## src/rtl/irq_params.svh

```systemverilog
`ifndef IRQ_PARAMS_SVH
`define IRQ_PARAMS_SVH

// sequence lengths in bus clock cycles
`define IRQ_ENTRY_CYCLES   4'd12
`define IRQ_RESTORE_CYCLES 4'd10
`define IRQ_NMI_REARM      4'd10

// register byte offsets
`define IRQ_CTRL_ADDR      4'h0
`define IRQ_STATUS_ADDR    4'h4

// control fields and reset value
`define IRQ_C_MASK         0
`define IRQ_C_STROBE_EN    1
`define IRQ_C_CAPTURE_EN   2
`define IRQ_C_COMPARE_EN   3
`define IRQ_C_WRAP_EN      4
`define IRQ_C_RX_EN        5
`define IRQ_C_TX_EN        6
`define IRQ_CTRL_RESET     7'h01

// synchroniser line positions and idle levels
`define IRQ_NUM_LINES      9
`define IRQ_LINE_IDLE      9'h180
`define IRQ_B_NMI          8
`define IRQ_B_EXT          7
`define IRQ_B_STROBE       6
`define IRQ_B_CAPTURE      5
`define IRQ_B_COMPARE      4
`define IRQ_B_WRAP         3
`define IRQ_B_RXF          2
`define IRQ_B_RXO          1
`define IRQ_B_TXE          0

`endif

```

## src/rtl/irq_pkg.sv

```systemverilog
package irq_pkg;

  typedef struct packed {
    logic port3_strobe_flag;
    logic capture_flag;
    logic compare_flag;
    logic counter_wrap_flag;
    logic rx_full_flag;
    logic rx_overrun_framing_flag;
    logic tx_empty_flag;
  } periph_flags_t;

  typedef enum logic [3:0] {
    SRC_NONE,
    SRC_NMI,
    SRC_TRAP,
    SRC_EXT,
    SRC_STROBE,
    SRC_CAPTURE,
    SRC_COMPARE,
    SRC_WRAP,
    SRC_SERIAL
  } src_t;

  typedef enum logic [1:0] {
    ST_RUN,
    ST_ENTRY,
    ST_RESTORE
  } state_t;

endpackage : irq_pkg

```

## src/rtl/mcu_interrupt_request_logic.sv

```systemverilog
// What this block does
// - accept nmi, external, strobe, capture, compare, wrap, serial and soft trap requests
// - serial flags share one request when any enabled flag is set
// - soft trap starts an entry sequence regardless of any mask
// - entry lasts 12 cycles, restore lasts 10 cycles
// - non-maskable request has the highest service priority
// - non-maskable request only on a falling edge, steady low gives nothing
// - port strobe and capture requests are edge latched
// - external, compare, wrap and serial sources are level sensitive, served only while asserted
// - no internal mask exists for the non-maskable request
// - falling edges on nmi during reset are ignored
// - an nmi edge right after reset is served before the first instruction
// - after cycle 10 of an nmi entry a new edge may nest
// - shared nmi line held low raises no further request
// - external maskable request wins over internal maskable request
// - global mask bit inhibits all maskable requests when set
// - global mask is set by reset and by every entry sequence
// - each request line is sampled and synchronised before it sets pending
//
// The Avalon-MM slave port and the address map were left to the implementer.
`timescale 1ns/1ps
`default_nettype none
`include "irq_params.svh"

module mcu_interrupt_request_logic (
  // clock, reset, enable
  input  wire logic             clk_i,
  input  wire logic             rst_i,
  input  wire logic             ce_i,

  // avalon-mm slave
  input  wire logic [3:0]       avs_address_i,
  input  wire logic             avs_read_i,
  input  wire logic             avs_write_i,
  input  wire logic [31:0]      avs_writedata_i,
  input  wire logic [3:0]       avs_byteenable_i,
  output logic      [31:0]      avs_readdata_o,
  output logic                  avs_waitrequest_o,

  // request lines
  input  wire logic             nmi_n_i,
  input  wire logic             external_maskable_request_n_i,
  input  wire irq_pkg::periph_flags_t periph_i,

  // cpu sequencer
  input  wire logic             instr_boundary_i,
  input  wire logic             soft_trap_instruction_i,
  input  wire logic             rti_i,
  input  wire logic             mask_set_i,
  input  wire logic             mask_clear_i,

  // service outputs
  output logic                  service_start_o,
  output irq_pkg::src_t         service_source_o,
  output logic                  entry_busy_o,
  output logic                  restore_busy_o,
  output logic                  global_mask_o,
  output logic                  nmi_pending_o
);
  import irq_pkg::*;

  localparam int NL = `IRQ_NUM_LINES;
  localparam logic [NL-1:0] LINE_IDLE = `IRQ_LINE_IDLE;

  // raw request lines, gathered in synchroniser order
  wire logic [NL-1:0] raw_lines;
  wire logic [NL-1:0] s2_lines;
  wire logic [NL-1:0] s3_lines;

  assign raw_lines = {
    nmi_n_i,
    external_maskable_request_n_i,
    periph_i.port3_strobe_flag,
    periph_i.capture_flag,
    periph_i.compare_flag,
    periph_i.counter_wrap_flag,
    periph_i.rx_full_flag,
    periph_i.rx_overrun_framing_flag,
    periph_i.tx_empty_flag
  };

  // two-stage synchroniser plus one history stage per line;
  // reset loads the idle level so no edge is seen during reset
  genvar g;
  for (g = 0; g < NL; g++) begin : g_sync
    logic s1_r;
    logic s2_r;
    logic s3_r;
    always_ff @(posedge clk_i) begin
      if (rst_i) begin
        s1_r <= LINE_IDLE[g];
        s2_r <= LINE_IDLE[g];
        s3_r <= LINE_IDLE[g];
      end else if (ce_i) begin
        s1_r <= raw_lines[g];
        s2_r <= s1_r;
        s3_r <= s2_r;
      end
    end
    assign s2_lines[g] = s2_r;
    assign s3_lines[g] = s3_r;
  end

  // registers
  logic [6:0]  ctrl_r;
  logic        mask_r;
  logic        mask_nxt;
  logic        nmi_pend_r;
  logic        nmi_pend_nxt;
  logic        trap_pend_r;
  logic        trap_pend_nxt;
  logic        strobe_pend_r;
  logic        strobe_pend_nxt;
  logic        capture_pend_r;
  logic        capture_pend_nxt;
  state_t      state_r;
  state_t      state_nxt;
  logic [3:0]  cnt_r;
  logic [3:0]  cnt_nxt;
  src_t        cur_src_r;
  logic        wait_r;
  logic [31:0] rdata_r;
  logic        start_r;
  logic        entry_busy_r;
  logic        restore_busy_r;

  // edge detection on synchronised samples
  wire logic nmi_fall;
  wire logic strobe_rise;
  wire logic capture_rise;
  wire logic nmi_block;
  wire logic nmi_set;

  assign nmi_fall = s3_lines[`IRQ_B_NMI] & ~s2_lines[`IRQ_B_NMI];
  assign strobe_rise = s2_lines[`IRQ_B_STROBE] & ~s3_lines[`IRQ_B_STROBE];
  assign capture_rise = s2_lines[`IRQ_B_CAPTURE] & ~s3_lines[`IRQ_B_CAPTURE];

  // edges during the first ten cycles of an nmi entry are dropped
  assign nmi_block = (state_r == ST_ENTRY) & (cur_src_r == SRC_NMI) &
                     (cnt_r < `IRQ_NMI_REARM);
  assign nmi_set = nmi_fall & ~nmi_block;

  // level sources; compare, wrap and serial are gated by their enables
  wire logic ext_lv;
  wire logic compare_lv;
  wire logic wrap_lv;
  wire logic serial_lv;
  wire logic internal_any;

  assign ext_lv = ~s2_lines[`IRQ_B_EXT];
  assign compare_lv = s2_lines[`IRQ_B_COMPARE] & ctrl_r[`IRQ_C_COMPARE_EN];
  assign wrap_lv = s2_lines[`IRQ_B_WRAP] & ctrl_r[`IRQ_C_WRAP_EN];
  assign serial_lv = ((s2_lines[`IRQ_B_RXF] | s2_lines[`IRQ_B_RXO]) & ctrl_r[`IRQ_C_RX_EN]) |
                     (s2_lines[`IRQ_B_TXE] & ctrl_r[`IRQ_C_TX_EN]);
  assign internal_any = capture_pend_r | compare_lv | wrap_lv | serial_lv;

  // arbitration at an instruction boundary
  wire logic at_boundary;
  wire logic take_rti;
  wire logic trap_req;
  wire logic open_mask;
  src_t      sel_src;
  wire logic start;

  assign at_boundary = (state_r == ST_RUN) & instr_boundary_i;
  assign take_rti = at_boundary & rti_i;
  assign trap_req = trap_pend_r | (at_boundary & soft_trap_instruction_i);
  assign open_mask = ~mask_r;

  // nmi is never gated by the mask: no term of it reads mask_r
  assign sel_src = nmi_pend_r                     ? SRC_NMI :
                   trap_req                       ? SRC_TRAP :
                   (open_mask & ext_lv)           ? SRC_EXT :
                   (open_mask & strobe_pend_r)    ? SRC_STROBE :
                   (open_mask & capture_pend_r)   ? SRC_CAPTURE :
                   (open_mask & compare_lv)       ? SRC_COMPARE :
                   (open_mask & wrap_lv)          ? SRC_WRAP :
                   (open_mask & serial_lv)        ? SRC_SERIAL :
                   SRC_NONE;

  // a return takes the boundary; pending requests wait for the next one
  assign start = at_boundary & ~rti_i & (sel_src != SRC_NONE);

  wire logic take_nmi;
  wire logic take_trap;
  wire logic take_strobe;
  wire logic take_capture;

  assign take_nmi = start & (sel_src == SRC_NMI);
  assign take_trap = start & (sel_src == SRC_TRAP);
  assign take_strobe = start & (sel_src == SRC_STROBE);
  assign take_capture = start & (sel_src == SRC_CAPTURE);

  // pending latches: a new nmi, strobe or capture set wins over the clear of the same cycle; a taken trap clears trap pending
  assign nmi_pend_nxt = nmi_set | (nmi_pend_r & ~take_nmi);
  assign trap_pend_nxt = trap_req & ~take_trap;
  assign strobe_pend_nxt = (strobe_rise & ctrl_r[`IRQ_C_STROBE_EN]) |
                           (strobe_pend_r & ~take_strobe);
  assign capture_pend_nxt = (capture_rise & ctrl_r[`IRQ_C_CAPTURE_EN]) |
                            (capture_pend_r & ~take_capture);

  // bus decode
  wire logic bus_req;
  wire logic bus_done;
  wire logic hit_ctrl;
  wire logic hit_status;
  wire logic ctrl_wr;
  wire logic [31:0] status_word;
  wire logic [31:0] rd_mux;
  wire logic [1:0]  state_bits;

  assign bus_req = avs_read_i | avs_write_i;
  assign bus_done = bus_req & ~wait_r;
  assign hit_ctrl = (avs_address_i == `IRQ_CTRL_ADDR);
  assign hit_status = (avs_address_i == `IRQ_STATUS_ADDR);
  assign ctrl_wr = avs_write_i & bus_done & hit_ctrl & avs_byteenable_i[0];
  assign state_bits = state_r;
  assign status_word = {19'h0, mask_r, cur_src_r, state_bits, internal_any, ext_lv,
                        capture_pend_r, strobe_pend_r, trap_pend_r, nmi_pend_r};
  assign rd_mux = hit_ctrl   ? {25'h0, ctrl_r[6:1], mask_r} :
                  hit_status ? status_word :
                  32'h0;

  // global mask: entry and reset set it, above every other source
  assign mask_nxt = start        ? 1'b1 :
                    mask_set_i   ? 1'b1 :
                    ctrl_wr      ? avs_writedata_i[`IRQ_C_MASK] :
                    mask_clear_i ? 1'b0 :
                    mask_r;

  // sequencer
  always_comb begin
    state_nxt = state_r;
    cnt_nxt = cnt_r;
    unique case (state_r)
      ST_RUN: begin
        if (take_rti) begin
          state_nxt = ST_RESTORE;
          cnt_nxt = 4'd0;
        end else if (start) begin
          state_nxt = ST_ENTRY;
          cnt_nxt = 4'd0;
        end
      end
      ST_ENTRY: begin
        if (cnt_r == `IRQ_ENTRY_CYCLES - 4'd1) begin
          state_nxt = ST_RUN;
          cnt_nxt = 4'd0;
        end else begin
          cnt_nxt = cnt_r + 4'd1;
        end
      end
      ST_RESTORE: begin
        if (cnt_r == `IRQ_RESTORE_CYCLES - 4'd1) begin
          state_nxt = ST_RUN;
          cnt_nxt = 4'd0;
        end else begin
          cnt_nxt = cnt_r + 4'd1;
        end
      end
      default: begin
        state_nxt = ST_RUN;
        cnt_nxt = 4'd0;
      end
    endcase
  end

  always_ff @(posedge clk_i) begin
    if (rst_i) begin
      state_r <= ST_RUN;
      cnt_r <= 4'd0;
      cur_src_r <= SRC_NONE;
    end else if (ce_i) begin
      state_r <= state_nxt;
      cnt_r <= cnt_nxt;
      if (start) begin
        cur_src_r <= sel_src;
      end
    end
  end

  always_ff @(posedge clk_i) begin
    if (rst_i) begin
      nmi_pend_r <= 1'b0;
      trap_pend_r <= 1'b0;
      strobe_pend_r <= 1'b0;
      capture_pend_r <= 1'b0;
    end else if (ce_i) begin
      nmi_pend_r <= nmi_pend_nxt;
      trap_pend_r <= trap_pend_nxt;
      strobe_pend_r <= strobe_pend_nxt;
      capture_pend_r <= capture_pend_nxt;
    end
  end

  always_ff @(posedge clk_i) begin
    if (rst_i) begin
      mask_r <= 1'b1;
      ctrl_r <= `IRQ_CTRL_RESET;
    end else if (ce_i) begin
      mask_r <= mask_nxt;
      if (ctrl_wr) begin
        ctrl_r <= avs_writedata_i[6:0];
      end
    end
  end

  // bus: one wait cycle, then the answer at the second edge
  always_ff @(posedge clk_i) begin
    if (rst_i) begin
      wait_r <= 1'b1;
      rdata_r <= 32'h0;
    end else if (ce_i) begin
      wait_r <= ~(bus_req & wait_r);
      if (avs_read_i & wait_r) begin
        rdata_r <= rd_mux;
      end
    end
  end

  // registered service outputs
  always_ff @(posedge clk_i) begin
    if (rst_i) begin
      start_r <= 1'b0;
      entry_busy_r <= 1'b0;
      restore_busy_r <= 1'b0;
    end else if (ce_i) begin
      start_r <= start;
      entry_busy_r <= (state_nxt == ST_ENTRY);
      restore_busy_r <= (state_nxt == ST_RESTORE);
    end
  end

  assign avs_readdata_o = rdata_r;
  assign avs_waitrequest_o = wait_r;
  assign service_start_o = start_r;
  assign service_source_o = cur_src_r;
  assign entry_busy_o = entry_busy_r;
  assign restore_busy_o = restore_busy_r;
  assign global_mask_o = mask_r;
  assign nmi_pending_o = nmi_pend_r;

endmodule : mcu_interrupt_request_logic

`default_nettype wire

```

## config.mk

```make
export PLATFORM = sky130hd
export DESIGN_NAME = mcu_interrupt_request_logic
export DESIGN_NICKNAME = d
export VERILOG_FILES = /design/src/rtl/irq_pkg.sv /design/src/rtl/mcu_interrupt_request_logic.sv
export VERILOG_INCLUDE_DIRS = /design/src /design/src/rtl
export SDC_FILE = /design/constraint.sdc
export NUM_CORES = 1
export LEC_CHECK = 0
export ABC_AREA = 0
export BUFFER_PORTS_ARGS = -buffer_cell sky130_fd_sc_hd__buf_4
export CORE_MARGIN = 2
export CORE_UTILIZATION = 52
export CTS_BUF_LIST = sky130_fd_sc_hd__clkbuf_4
export DETAILED_ROUTE_END_ITERATION = 12
export GPL_TIMING_DRIVEN = 0
export PLACE_DENSITY = 0.91
export SYNTH_ARGS = -nofsm -noshare
export SYNTH_HDL_FRONTEND = slang
export SYNTH_SLANG_ARGS = --single-unit
```

## constraint.sdc

```tcl
create_clock -name clk_i -period 2.97 [get_ports clk_i]
set_input_delay 0.1485 -clock clk_i [delete_from_list [all_inputs] [get_ports clk_i]]
set_output_delay 0.1485 -clock clk_i [all_outputs]
set_load 0.05 [all_outputs]
```

# Word-level counts from Yosys, hierarchy flattened
# Cells that the tools add are included.
# W data, S select, Z words.
# word_totals
regBits	79
latchBits	0
ram_bits	0
rom_bits	0
output_inout_bits	42
wordCells	143
mem_count	0
# classes
n_addsub	1
n_mul	0
n_div	0
magnitude_cmp	1
n_eq_ne	13
n_shift	0
mux	24
bitwise	60
reduce_logical	9
# op_table
cell	n
$mux W4	12
$and A1 B1 Y1	37
$mux W13	2
$not A1 Y1	13
$eq A4 B3 Y1 const B	3
$pmux W4 S3	1
$or A1 B1 Y1	10
$reduce_and A2 Y1	5
$eq A4 B1 Y1 const B	2
$eq A4 B4 Y1 const B	2
$mux W2	4
$reduce_bool A4 Y1	2
$pmux W2 S3	1
$add A4 B1 Y4 const B	1
$eq A2 B1 Y1 const B	2
$eq A2 B2 Y1 const B	2
$eq A4 B2 Y1 const B	1
$logic_not A4 Y1	1
$lt A4 B4 Y1 const B	1
$mux W1	4
$ne A3 B3 Y1 const B	1
$logic_not A2 Y1	1

# Depth between registers and ports, before layout
# Gate-level depths: netlist of the first run.
# depth
ltp_word	18
ltp_mapped	8
mapped_depth_nobuf	7

# Worst setup path before layout of the first run
# Ideal clock, no wire load.
# synth_path
kind	register to register
from	register state_r[1], in the netlist state_bits[1]
to	register restore_busy_r, in the netlist restore_busy_o
setup_ns	0.117
arrival_ns	1.966
t_required_ns	2.853
path_slack_ns	0.887
stages_incl_launch_ff	9
path_buffers	1
synth_period_minus_slack_ns	2.083
path_cell_list	dfxtp_1 > inv_1 > ha_1 > buf_2 > a311oi_2 > and3b_2 > a211oi_2 > or3_4 > a32o_1
# synth_between
elab_chain_len	12
word_cells_on_any_way	18
cone_classes	3 x eq/ne; 7 x mux; 6 x bitwise; 2 x reduce/logical
# synth_rtl
element	line	source
from (decl)	mcu_interrupt_request_logic.sv:116	state_t state_r;
from (signal assigned)	mcu_interrupt_request_logic.sv:274	state_r <= state_nxt;
$logic_not A2 Y1	mcu_interrupt_request_logic.sv:165, mcu_interrupt_request_logic.sv:235	
$and A1 B1 Y1	mcu_interrupt_request_logic.sv:165	assign at_boundary = (state_r == ST_RUN) & instr_boundary_i;
$and A1 B1 Y1	mcu_interrupt_request_logic.sv:167	assign trap_req = trap_pend_r | (at_boundary & soft_trap_instruction_i);
$or A1 B1 Y1	mcu_interrupt_request_logic.sv:167	
$mux W4	mcu_interrupt_request_logic.sv:172	trap_req ? SRC_TRAP :
$mux W4	mcu_interrupt_request_logic.sv:171	assign sel_src = nmi_pend_r ? SRC_NMI :
$reduce_bool A4 Y1	mcu_interrupt_request_logic.sv:182	assign start = at_boundary & ~rti_i & (sel_src != SRC_NONE);
$and A1 B1 Y1	mcu_interrupt_request_logic.sv:182	
$mux W2	mcu_interrupt_request_logic.sv:240	end else if (start) begin
$mux W2	mcu_interrupt_request_logic.sv:237	if (take_rti) begin
$pmux W2 S3 *	mcu_interrupt_request_logic.sv:235	unique case (state_r)
$eq A2 B2 Y1 *	mcu_interrupt_request_logic.sv:330	restore_busy_r <= (state_nxt == ST_RESTORE);
to (signal assigned)	mcu_interrupt_request_logic.sv:330	
to (decl)	mcu_interrupt_request_logic.sv:125	logic restore_busy_r;
# Mark *: on every way between the ends. The rest lies on a longest branch, timed or not.
# A chain may end at the register's enable or synchronous reset.

# Worst setup path in the final report of the first run
# Ends and elaborated chain as after synthesis.

==> run_results.csv, run 1 <==
group,metric,value,unit
cts,clkLatencyLatePin,0.42,ns
synth,netlist.area_leader.share,40.27,%
pwr,irDropWorstVdd,0.3384,mV
grt,antenna_found_initial,0,
cts,cts.path.max_buffers,2,
die,ios,101,
die,die_h,79.10,um
synth,syn_area_per_cell,8.601,um2
worst_setup_path,worstSetupPathType,"reg -> reg",
synth,yosys-top-cells-area,"dfxtp_1, mux2i_1, nor2_1",
timing,hold_viol_final,0,
grt,grt_remaining_overflow,0,
timing,drv_slew,0,
cts,cts_made_buffers,9,
die,die_w,79.10,um
final_layout,antenna_cells,0,
cts,cts_tree,"built",
worst_setup_path,end_kind,"flop",
synth,syn-cell-area,2933,um2
placement,gp_congestion,0.8961,
placement,place_ws,0.5826,ns
timing,max_freq,407.4,MHz
worst_setup_path,required,3.29,ns
placement,io_buffers,51,
cts,cts.clk_slew.worst_paths,0.10,ns
pwr,powerDensity,490.5,nW/um2
hold_path,hold_class,"in -> reg",
timing,tightest_slew,0.5963,ns
timing,period_minus_slack,2.455,ns
routing,drt_iter0_drc,240,
grt,grt_pass1_vias,2721,
worst_setup_path,critPathMaxFanout,9,
timing,finalCritPeriodShare,82.65,%
die,floorplan.initialDensity,53.59,%
cts,cts.repair.resized,0,
grt,grt.total_usage,25.66,%
synth,synth_cell_types,52,
synth,ys_ff_latch,59,
final_layout,final_common_cell,"buf_4",
synth,yosysTopAreaCell,"dfxtp_1",
synth,async_flop_share,0,%
cts,cts_setup_buffers,0,
flow_run,maxCapViolCount,0,
synth,postSynthCellCount,341,
final_layout,final_cells,511,
die,coreArea,5473,um2
die,die_area,6257,um2
grt,grt_max_degree,11,
timing,max_slew_margin,60.25,%
pwr,p_total,1.844,mW
timing,final-setup-viol-count,0,
routing,vias_per_cell,5.742,
synth,synth-edff-count,0,
run_status,status,"finished clean",
final_layout,nets,500,
synth,ys_seq_area_share,40.27,%
placement,dpl.hpwl,5461,um
cts,clkSinkCount,59,
cts,cts-hold-fix-buffers,13,
grt,grt_pass1_wl,12540,um
synth,yosys_most_used_dff,"dfxtp_1",
timing,rsz0062_at_grt,"false",
routing,drcViolationCount,0,
timing,fin_setup_tns,0,ns
die,rows,27,
worst_setup_path,critPathArrivalTime,2.77,ns
cts,root_buffer,"clkbuf_4",
worst_setup_path,cp-start-kind,"flop",
timing,final.setup.worst_slack,0.5153,ns
routing,wl,7820,um
pwr,leakagePower,1.598,nW
routing,firstDrtPassIters,5,
cts,h-tree-depth,3,
final_layout,area_growth,28.16,%
timing,holdWs,0.01927,ns
placement,placedCellCount,482,
routing,vias,2934,
final_layout,drive_gt1_share,22.55,%
synth,yosysWarnings,0,
routing,detail-route-antenna-nets,0,
final_layout,fill_cells,457,
routing,routedWlPerCell,15.30,um
final_layout,most-common-layout-cells,"buf_4, dfxtp_1, nor2_1, nand2_1, conb_1",
timing,fin_worst_skew,0.01001,ns
-- layer usage --
layer  share of wire, %  wire [um]  vias up  global-route usage (%)
met3                9.0        707       46                   5.568
met2                 47       3670      171                   42.29
li1                   -          -     1379                       -
met1                 40       3140     1338                   31.14
met5                  0          0        -                       0
met4                3.8        301        0                   13.97
-- worst paths after layout --
check                                            startpoint  cells past startpoint  slack (ns)                          end
worst min-delay path                     avs_writedata_i[1]                      3        0.02       ctrl_r[1]$_SDFFE_PP0P_
worst max-delay path             state_bits[1]$_SDFFE_PP0P_                      8        0.52  restore_busy_o$_SDFFE_PP0P_
worst max register to register   state_bits[1]$_SDFFE_PP0P_                      8        0.52  restore_busy_o$_SDFFE_PP0P_
worst min register to register  g_sync[8].s1_r$_SDFFE_PP1P_                      1        0.47  g_sync[8].s2_r$_SDFFE_PP1P_
-- flip-flops by register name (all words and copies together), names as in the netlist --
register and cells:
entry_busy_o 1, g_sync.s2_r 9, trap_pend_r 1, service_start_o 1, avs_readdata_o 13, cnt_r 4, g_sync.s1_r 9, strobe_pend_r 1
capture_pend_r 1, ctrl_r 6, restore_busy_o 1, g_sync.s3_r 3, state_bits 2, service_source_o 4, global_mask_o 1, avs_waitrequest_o 1
nmi_pending_o 1
-- power by group --
part	internal (mW)	switching, mW
clock	0.344	0.310
sequential	0.818	0.0222
combinational	0.129	0.221
total	1.29	0.553
-- through the flow --
stage	utilization [%]	area [um2]
after floorplan	-	3000
after global placement	63.47	3473
after detailed placement	63.47	3473
after CTS	68.68	3759
after global routing	68.68	3759
final	68.68	3759
-- cells in the mapped netlist (3+ instances only) --
cell type,instances
a22oi_1,8
inv_1,9
nor2b_1,6
buf_2,5
nor3_1,12
nand4_1,6
ha_1,7
nand3_1,11
nand2_1,26
o21ai_0,13
mux2i_1,17
a211o_1,5
o211ai_1,3
a221oi_1,5
o31ai_1,3
nand2b_1,5
o32ai_1,4
clkbuf_1,15
a211oi_1,4
buf_4,19
nor2_1,45
nand3b_1,3
dfxtp_1,59
a21oi_1,17
-- final cells by class --
type	count	area, um2	area share, %
plain buffers	40	235.2	6.258
clock buffers	10	75.07	1.997
clock inverters	6	80.08	2.130
inverters	9	33.78	0.8988
multi-input cells	251	1550	41.25
flip-flops and latches	59	1181	31.42
well taps	72	90.09	2.397
repair buffers	64	513.0	13.65
-- logic make-up (layout without fill, tap and decap cells) --
group | Yosys count | in the layout | synth area share (%)
DFF | 59 | 59 | 40.27
muxes | 17 | 17 | 5.802
AOI/OAI and AO/OA | 80 | 80 | 19.88
adders and majority gates | 7 | 7 | 2.986
and+or+nand+nor | 128 | 128 | 21.76
other | 1 | 19 | 0.1279
buffers and inverters | 49 | 129 | 9.172
-- critical path, cell delays in order (launching register included) --
cell	delay, ns
dfxtp_1	0.52
inv_1	0.16
ha_1	0.20
buf_2	0.17
a311oi_2	0.27
and3b_2	0.28
a211oi_2	0.13
or3_4	0.39
a32o_1	0.23
Note: power is estimated with default switching activity, not from simulation.
==> run 2: changes to the inputs <==
==> constraint.sdc (replaced) <==
create_clock -name clk_i -period 2.5 [get_ports clk_i]
set_input_delay 0.125 -clock clk_i [delete_from_list [all_inputs] [get_ports clk_i]]
set_output_delay 0.125 -clock clk_i [all_outputs]
set_load 0.05 [all_outputs]
==> run 2 against run 1 <==
Final cell count is 0.59% higher. Non-clock buffer count rose by 3. Critical path depth unchanged. Fmax grew 6.3%. Flip-flop and latch count stayed put. Routed wire length rose by 0.17%. Worst hold slack improved by 0.023 ns. First-iteration DRC count up 39%. Register-to-register slack worse by 0.32 ns.
==> run_results.csv, run 2 (synthesis results as in run 1) <==
group,metric,value,unit
routing,drcViolationCount,0,
timing,rsz0062_at_grt,"false",
cts,root_buffer,"clkbuf_4",
routing,detail-route-antenna-nets,0,
placement,gp_congestion,0.8961,
worst_setup_path,critical_path.slowest_cell,"dfxtp_2",
grt,grt_pass1_wl,12660,um
worst_setup_path,critPathArrivalTime,2.65,ns
placement,place_area,3473,um2
grt,antenna_found_initial,0,
hold_path,holdCritStartpoint,"avs_read_i",
timing,fin_setup_tns,0,ns
worst_setup_path,critPathMaxFanout,9,
timing,fin_worst_skew,0.008238,ns
cts,cts_tree,"built",
worst_setup_path,path_delay_family,"simple AND/OR/NAND/NOR gates",
routing,vias,2936,
timing,hold_viol_final,0,
timing,max_freq,433.0,MHz
timing,final-setup-viol-count,0,
final_layout,fin_area,3791,um2
final_layout,antenna_cells,0,
flow_run,maxCapViolCount,0,
pwr,powerDensity,577.6,nW/um2
timing,finalCritPeriodShare,92.38,%
cts,cts.clk_slew.worst_paths,0.10,ns
worst_setup_path,r2r_slack,0.19,ns
grt,grt_remaining_overflow,0,
worst_setup_path,required,2.84,ns
grt,grt_pass1_vias,2757,
hold_path,hold_depth,4,
final_layout,largest_register_ffs,13,
cts,h-tree-depth,3,
cts,clkLatencyLatePin,0.42,ns
worst_setup_path,end_kind,"flop",
placement,io_buffers,51,
timing,period_minus_slack,2.310,ns
routing,drt_iter0_drc,334,
cts,clkSinkCount,59,
worst_setup_path,reg2reg_from,"state_bits[1]$_SDFFE_PP0P_",
worst_setup_path,cp-start-kind,"flop",
hold_path,hold_class,"in -> reg",
routing,wl,7833,um
final_layout,most-common-layout-cells,"buf_4, dfxtp_1, nor2_1, nand2_1, conb_1",
die,floorplan.initialDensity,53.59,%
worst_setup_path,r2r_cells,8,
final_layout,drive_gt1_share,22.85,%
worst_setup_path,crit_path_max_incr_delay,0.43,ns
die,coreArea,5473,um2
timing,tightest_slew,0.5916,ns
placement,dpl.hpwl,5461,um
cts,cts.path.max_buffers,2,
timing,max_slew_margin,60.56,%
final_layout,fin_util,69.27,%
cts,cts_made_buffers,9,
cts,cts_setup_buffers,0,
die,die_area,6257,um2
worst_setup_path,crit_chain,"inv_1 > ha_1 > buf_2 > a311oi_2 > and3b_2 > a211oi_2 > or3_4 > o32ai_2",
worst_setup_path,critical_path_buf_inv_count,2,
grt,grt_max_degree,11,
grt,grt.total_usage,25.87,%
pwr,irDropWorstVdd,0.4015,mV
routing,routedWlPerCell,15.24,um
pwr,leakagePower,1.611,nW
run_status,status,"finished clean",
die,die_h,79.10,um
timing,drv_slew,0,
die,ios,101,
worst_setup_path,r2r_end,"entry_busy_o$_SDFFE_PP0P_",
routing,firstDrtPassIters,5,
hold_path,whs_endpoint,"avs_waitrequest_o$_SDFFE_PP1P_",
routing,vias_per_cell,5.712,
die,rows,27,
final_layout,final_common_cell,"buf_4",
die,die_w,79.10,um
worst_setup_path,worstSetupPathType,"reg -> reg",
final_layout,nets,503,
final_layout,area_growth,29.27,%
-- run 2: cell count changes in the layout (fill, tap and decap cells not counted), sizes merged --
| cell | previous run | this run |
|---|---|---|
| dlygate4sd3 | 13 | 16 |
-- run 2: worst max-delay path by stage --
| stage | from | to | cells past startpoint |
|---|---|---|---|
| CTS | state_bits[1]$_SDFFE_PP0P_ | restore_busy_o$_SDFFE_PP0P_ | 8 |
| detailed placement | state_bits[1]$_SDFFE_PP0P_ | entry_busy_o$_SDFFE_PP0P_ | 8 |
| global placement | state_bits[1]$_SDFFE_PP0P_ | entry_busy_o$_SDFFE_PP0P_ | 8 |
| global route | state_bits[1]$_SDFFE_PP0P_ | entry_busy_o$_SDFFE_PP0P_ | 8 |
| floorplan | state_bits[1]$_SDFFE_PP0P_ | restore_busy_o$_SDFFE_PP0P_ | 8 |
| finish | state_bits[1]$_SDFFE_PP0P_ | entry_busy_o$_SDFFE_PP0P_ | 8 |
-- run 2: layer usage --
layer  track usage, %  wire length, um
met1            31.07             3185
met2            43.22             3694
met3            5.455              669
met4            13.97              283
met5                0                0
-- run 2: cell type report --
class	count	area [um2]
Buffer	40	235.2
Clock buffer	10	75.07
Clock inverter	6	80.08
Fill cell	462	1682
Inverter	9	33.78
Multi-Input combinational cell	251	1550
Sequential cell	59	1184
Tap cell	72	90.09
Timing Repair Buffer	67	543.0
-- run 2: stage by stage --
step / setup WS [ns] / total power, mW / cells / hold slack, ns
3_5_place_dp: 0.1126 / 1.408 / 482 / 0.3437
2_1_floorplan: 0.4167 / 1.300 / 359 / 0.2474
5_1_grt: 0.04268 / 2.270 / 514 / 0.05822
3_3_place_gp: 0.1298 / 1.403 / 482 / 0.3353
4_1_cts: 0.08381 / 2.182 / 514 / 0.03313
6_report: 0.1904 / 2.190 / 514 / 0.04275
-- run 2: worst min-delay path: stages --
cell	delay [ns]
buf_4	0.09
o211ai_1	0.07
o21ai_0	0.08
nand2b_1	0.06
-- run 2: report_power, final --
group / switching [mW] / total [mW] / internal, mW
clock: 0.364 / 0.772 / 0.408
combinational: 0.263 / 0.419 / 0.156
sequential: 0.0266 / 0.999 / 0.972
-- run 2: what timing repair did --
action / CTS / global route
resized for setup: 0 / 2
hold buffers: 16 / 0
hold endpoints to repair: 16 / 0
endpoints found under the setup margin: 0 / 2
==> run 3: changes to the inputs <==
--- a/config.mk
+++ b/config.mk
@@ -7,13 +7,15 @@
 export NUM_CORES = 1
 export LEC_CHECK = 0
 export ABC_AREA = 0
+export ABC_CLOCK_PERIOD_IN_PS = 1900
 export BUFFER_PORTS_ARGS = -buffer_cell sky130_fd_sc_hd__buf_4
 export CORE_MARGIN = 2
-export CORE_UTILIZATION = 52
+export CORE_UTILIZATION = 47
 export CTS_BUF_LIST = sky130_fd_sc_hd__clkbuf_4
 export DETAILED_ROUTE_END_ITERATION = 12
 export GPL_TIMING_DRIVEN = 0
-export PLACE_DENSITY = 0.91
+export PLACE_DENSITY = 0.88
+export REMOVE_ABC_BUFFERS = 1
 export SYNTH_ARGS = -nofsm -noshare
 export SYNTH_HDL_FRONTEND = slang
 export SYNTH_SLANG_ARGS = --single-unit
==> constraint.sdc (replaced) <==
create_clock -name clk_i -period 1.9 [get_ports clk_i]
set_input_delay 0.095 -clock clk_i [delete_from_list [all_inputs] [get_ports clk_i]]
set_output_delay 0.095 -clock clk_i [all_outputs]
set_load 0.05 [all_outputs]
==> run 3 against run 2 <==
The run now ends with negative setup slack left. Total power increased by 32%. Global-route usage decreased by 3.7 points. Final area about the same. Fmax increased by 21%. Sequential power increased by 32%. Utilization decreased by 6.0 points. Routed wire length increased by 0.40%. Sequential share of layout area increased by 0.12 points. Non-clock buffer count decreased by 26. Final cell count decreased by 4.5%. Flip-flop and latch count unchanged. Critical endpoint is now restore_busy_o$_SDFFE_PP0P_. Largest power group unchanged.
==> run_results.csv, run 3 (synthesis results as in run 1) <==
group,metric,value,unit
run_status,status,"complete, but fails checks",
run_status,violations,"negative setup slack",
hold_path,whs_endpoint,"state_bits[0]$_SDFFE_PP0P_",
hold_path,hold_class,"in -> reg",
worst_setup_path,crit_path_max_incr_delay,0.38,ns
final_layout,nets,477,
timing,rsz0062_at_grt,"true",
flow_run,maxCapViolCount,0,
routing,vias_per_cell,5.914,
timing,period_minus_slack,1.903,ns
grt,grt.met3_usage,3.976,%
hold_path,holdCritStartpoint,"rti_i",
final_layout,largest_register_ffs,13,
pwr,p_int,2.040,mW
grt,grt.total_usage,22.18,%
routing,routedWlPerCell,16.02,um
final_layout,fin_area,3792,um2
cts,cts.clk_slew.worst_paths,0.10,ns
routing,drt_iter0_drc,378,
worst_setup_path,reg2reg_from,"state_bits[0]$_SDFFE_PP0P_",
pwr,p_seq_share,45.5,%
pwr,irDropWorstVdd,0.4296,mV
grt,grt_pass1_vias,2588,
final_layout,final_common_cell,"buf_4",
timing,finalCritPeriodShare,100.2,%
grt,grtUsageMet2,38.05,%
grt,antenna_found_initial,0,
die,die_area,6888,um2
timing,max_slew_margin,56.21,%
worst_setup_path,cp-start-kind,"flop",
die,die_w,83.00,um
grt,use_met1,26.57,%
routing,firstDrtPassIters,5,
pwr,powerDensity,761.6,nW/um2
cts,cts_tree,"built",
die,die_h,83.00,um
timing,drv_slew,0,
worst_setup_path,critical_path.slowest_cell,"or3_4",
cts,cts_made_buffers,9,
worst_setup_path,r2r_end,"restore_busy_o$_SDFFE_PP0P_",
hold_path,hold_depth,3,
routing,wl,7864,um
worst_setup_path,end_kind,"flop",
cts,cts.path.max_buffers,2,
worst_setup_path,required,2.21,ns
routing,detail-route-antenna-nets,0,
worst_setup_path,critPathArrivalTime,2.21,ns
pwr,swShare,29.37,%
pwr,clkPwrFrac,35.3,%
cts,clkLatencyLatePin,0.41,ns
timing,hold_viol_final,0,
placement,gp_congestion,0.8946,
final_layout,area_growth,29.31,%
die,floorplan.initialDensity,48.96,%
pwr,p_switching,0.8485,mW
timing,fin_worst_skew,0.01245,ns
worst_setup_path,r2r_cells,7,
worst_setup_path,crit_chain,"inv_4 > ha_4 > a311oi_2 > and3b_2 > a211oi_4 > or3_4 > a32o_1",
timing,final-setup-viol-count,1,
routing,drcViolationCount,0,
placement,placedCellCount,447,
grt,busiest_layer,"met2",
timing,max_freq,525.5,MHz
pwr,p_total,2.888,mW
placement,io_buffers,53,
routing,vias,2904,
final_layout,final_cells,491,
pwr,power_frac_comb,19.2,%
die,coreArea,5991,um2
final_layout,most-common-layout-cells,"buf_4, dfxtp_1, nor2_1, nand2_1, conb_1",
worst_setup_path,worstSetupPathType,"reg -> reg",
final_layout,drive_gt1_share,24.76,%
cts,root_buffer,"clkbuf_4",
timing,final.setup.worst_slack,-0.002961,ns
die,rows,28,
placement,dpl.hpwl,4857,um
grt,grt_remaining_overflow,0,
pwr,leakagePower,1.555,nW
cts,h-tree-depth,3,
worst_setup_path,critPathMaxFanout,5,
timing,tightest_slew,0.6499,ns
worst_setup_path,r2r_slack,-0.003,ns
grt,grt_max_degree,65,
placement,place_area,3257,um2
cts,clkSinkCount,59,
die,ios,101,
final_layout,antenna_cells,0,
grt,grt_pass1_wl,12480,um
-- run 3: cell types whose count changed in the layout (fill, tap and decap cells not counted), sizes merged --
| cell | delta |
|---|---|
| clkbuf | -14 |
| buf | -13 |
| dlygate4sd3 | +2 |
| clkinvlp | -1 |
-- run 3: repair_timing --
action | 4_1_cts | 5_1_grt
endpoints found under the setup margin | 17 | 21
hold buffers | 18 | 0
buffers inserted | 7 | 3
hold endpoints to repair | 17 | 0
pin swaps | 3 | 10
resized for setup | 13 | 16
-- run 3: power by group through the flow --
| stage | logic [mW] | registers, mW | clock network [mW] |
|---|---|---|---|
| final | 0.555 | 1.32 | 1.02 |
| after global placement | 0.449 | 1.34 | 0 |
| after CTS | 0.519 | 1.31 | 1.03 |
| after detailed placement | 0.457 | 1.34 | 0 |
| after floorplan | 0.247 | 1.39 | 0 |
| after global routing | 0.591 | 1.32 | 1.09 |
-- run 3: metal layers --
metal / wire length [um] / up-vias / part of all wire [%]
li1: - / 1337 / -
met1: 3100 / 1336 / 39
met2: 3787 / 195 / 48
met3: 715 / 36 / 9.1
met4: 261 / 0 / 3.3
met5: 0 / - / 0
-- run 3: how the worst max path moves through the flow --
stage / startpoint / end / slack (ns) / depth (start not counted)
6_report: state_bits[0]$_SDFFE_PP0P_ / restore_busy_o$_SDFFE_PP0P_ / -0.003 / 7
5_1_grt: g_sync[4].s2_r$_SDFFE_PP0P_ / state_bits[1]$_SDFFE_PP0P_ / -0.07 / 6
4_1_cts: state_bits[1]$_SDFFE_PP0P_ / restore_busy_o$_SDFFE_PP0P_ / -0.06 / 7
3_5_place_dp: state_bits[1]$_SDFFE_PP0P_ / entry_busy_o$_SDFFE_PP0P_ / -0.38 / 7
3_3_place_gp: state_bits[1]$_SDFFE_PP0P_ / entry_busy_o$_SDFFE_PP0P_ / -0.36 / 7
2_1_floorplan: state_bits[1]$_SDFFE_PP0P_ / restore_busy_o$_SDFFE_PP0P_ / -0.15 / 7
-- run 3: critical path, delay by kind of cell (launching register included) --
kind,cells,cell delay (ns)
AND/OR/NAND/NOR,2,0.67
AO/OA/AOI/OAI,3,0.55
flip-flops,1,0.37
adder cells (fa/ha/maj),1,0.16
buffers and inverters,1,0.05
-- run 3: per-stage QoR --
stage	TNS, ns	hold slack, ns	setup slack, ns	util [%]
2_1_floorplan	-0.3118	0.1641	-0.1515	-
3_3_place_gp	-3.582	0.3014	-0.3641	54.37
3_5_place_dp	-4.693	0.3052	-0.3803	54.37
4_1_cts	-0.06112	0.03728	-0.06112	61.63
5_1_grt	-0.3097	0.04938	-0.06972	63.30
6_report	-0.002961	0.05235	-0.002961	63.30
-- run 3: cell type report --
type	count	area (um2)
Tap cell	75	93.84
Clock inverter	5	77.57
Sequential cell	59	1189
Fill cell	478	2198
Multi-Input combinational cell	251	1658
Clock buffer	11	82.58
Inverter	9	38.79
Timing Repair Buffer	81	653.1
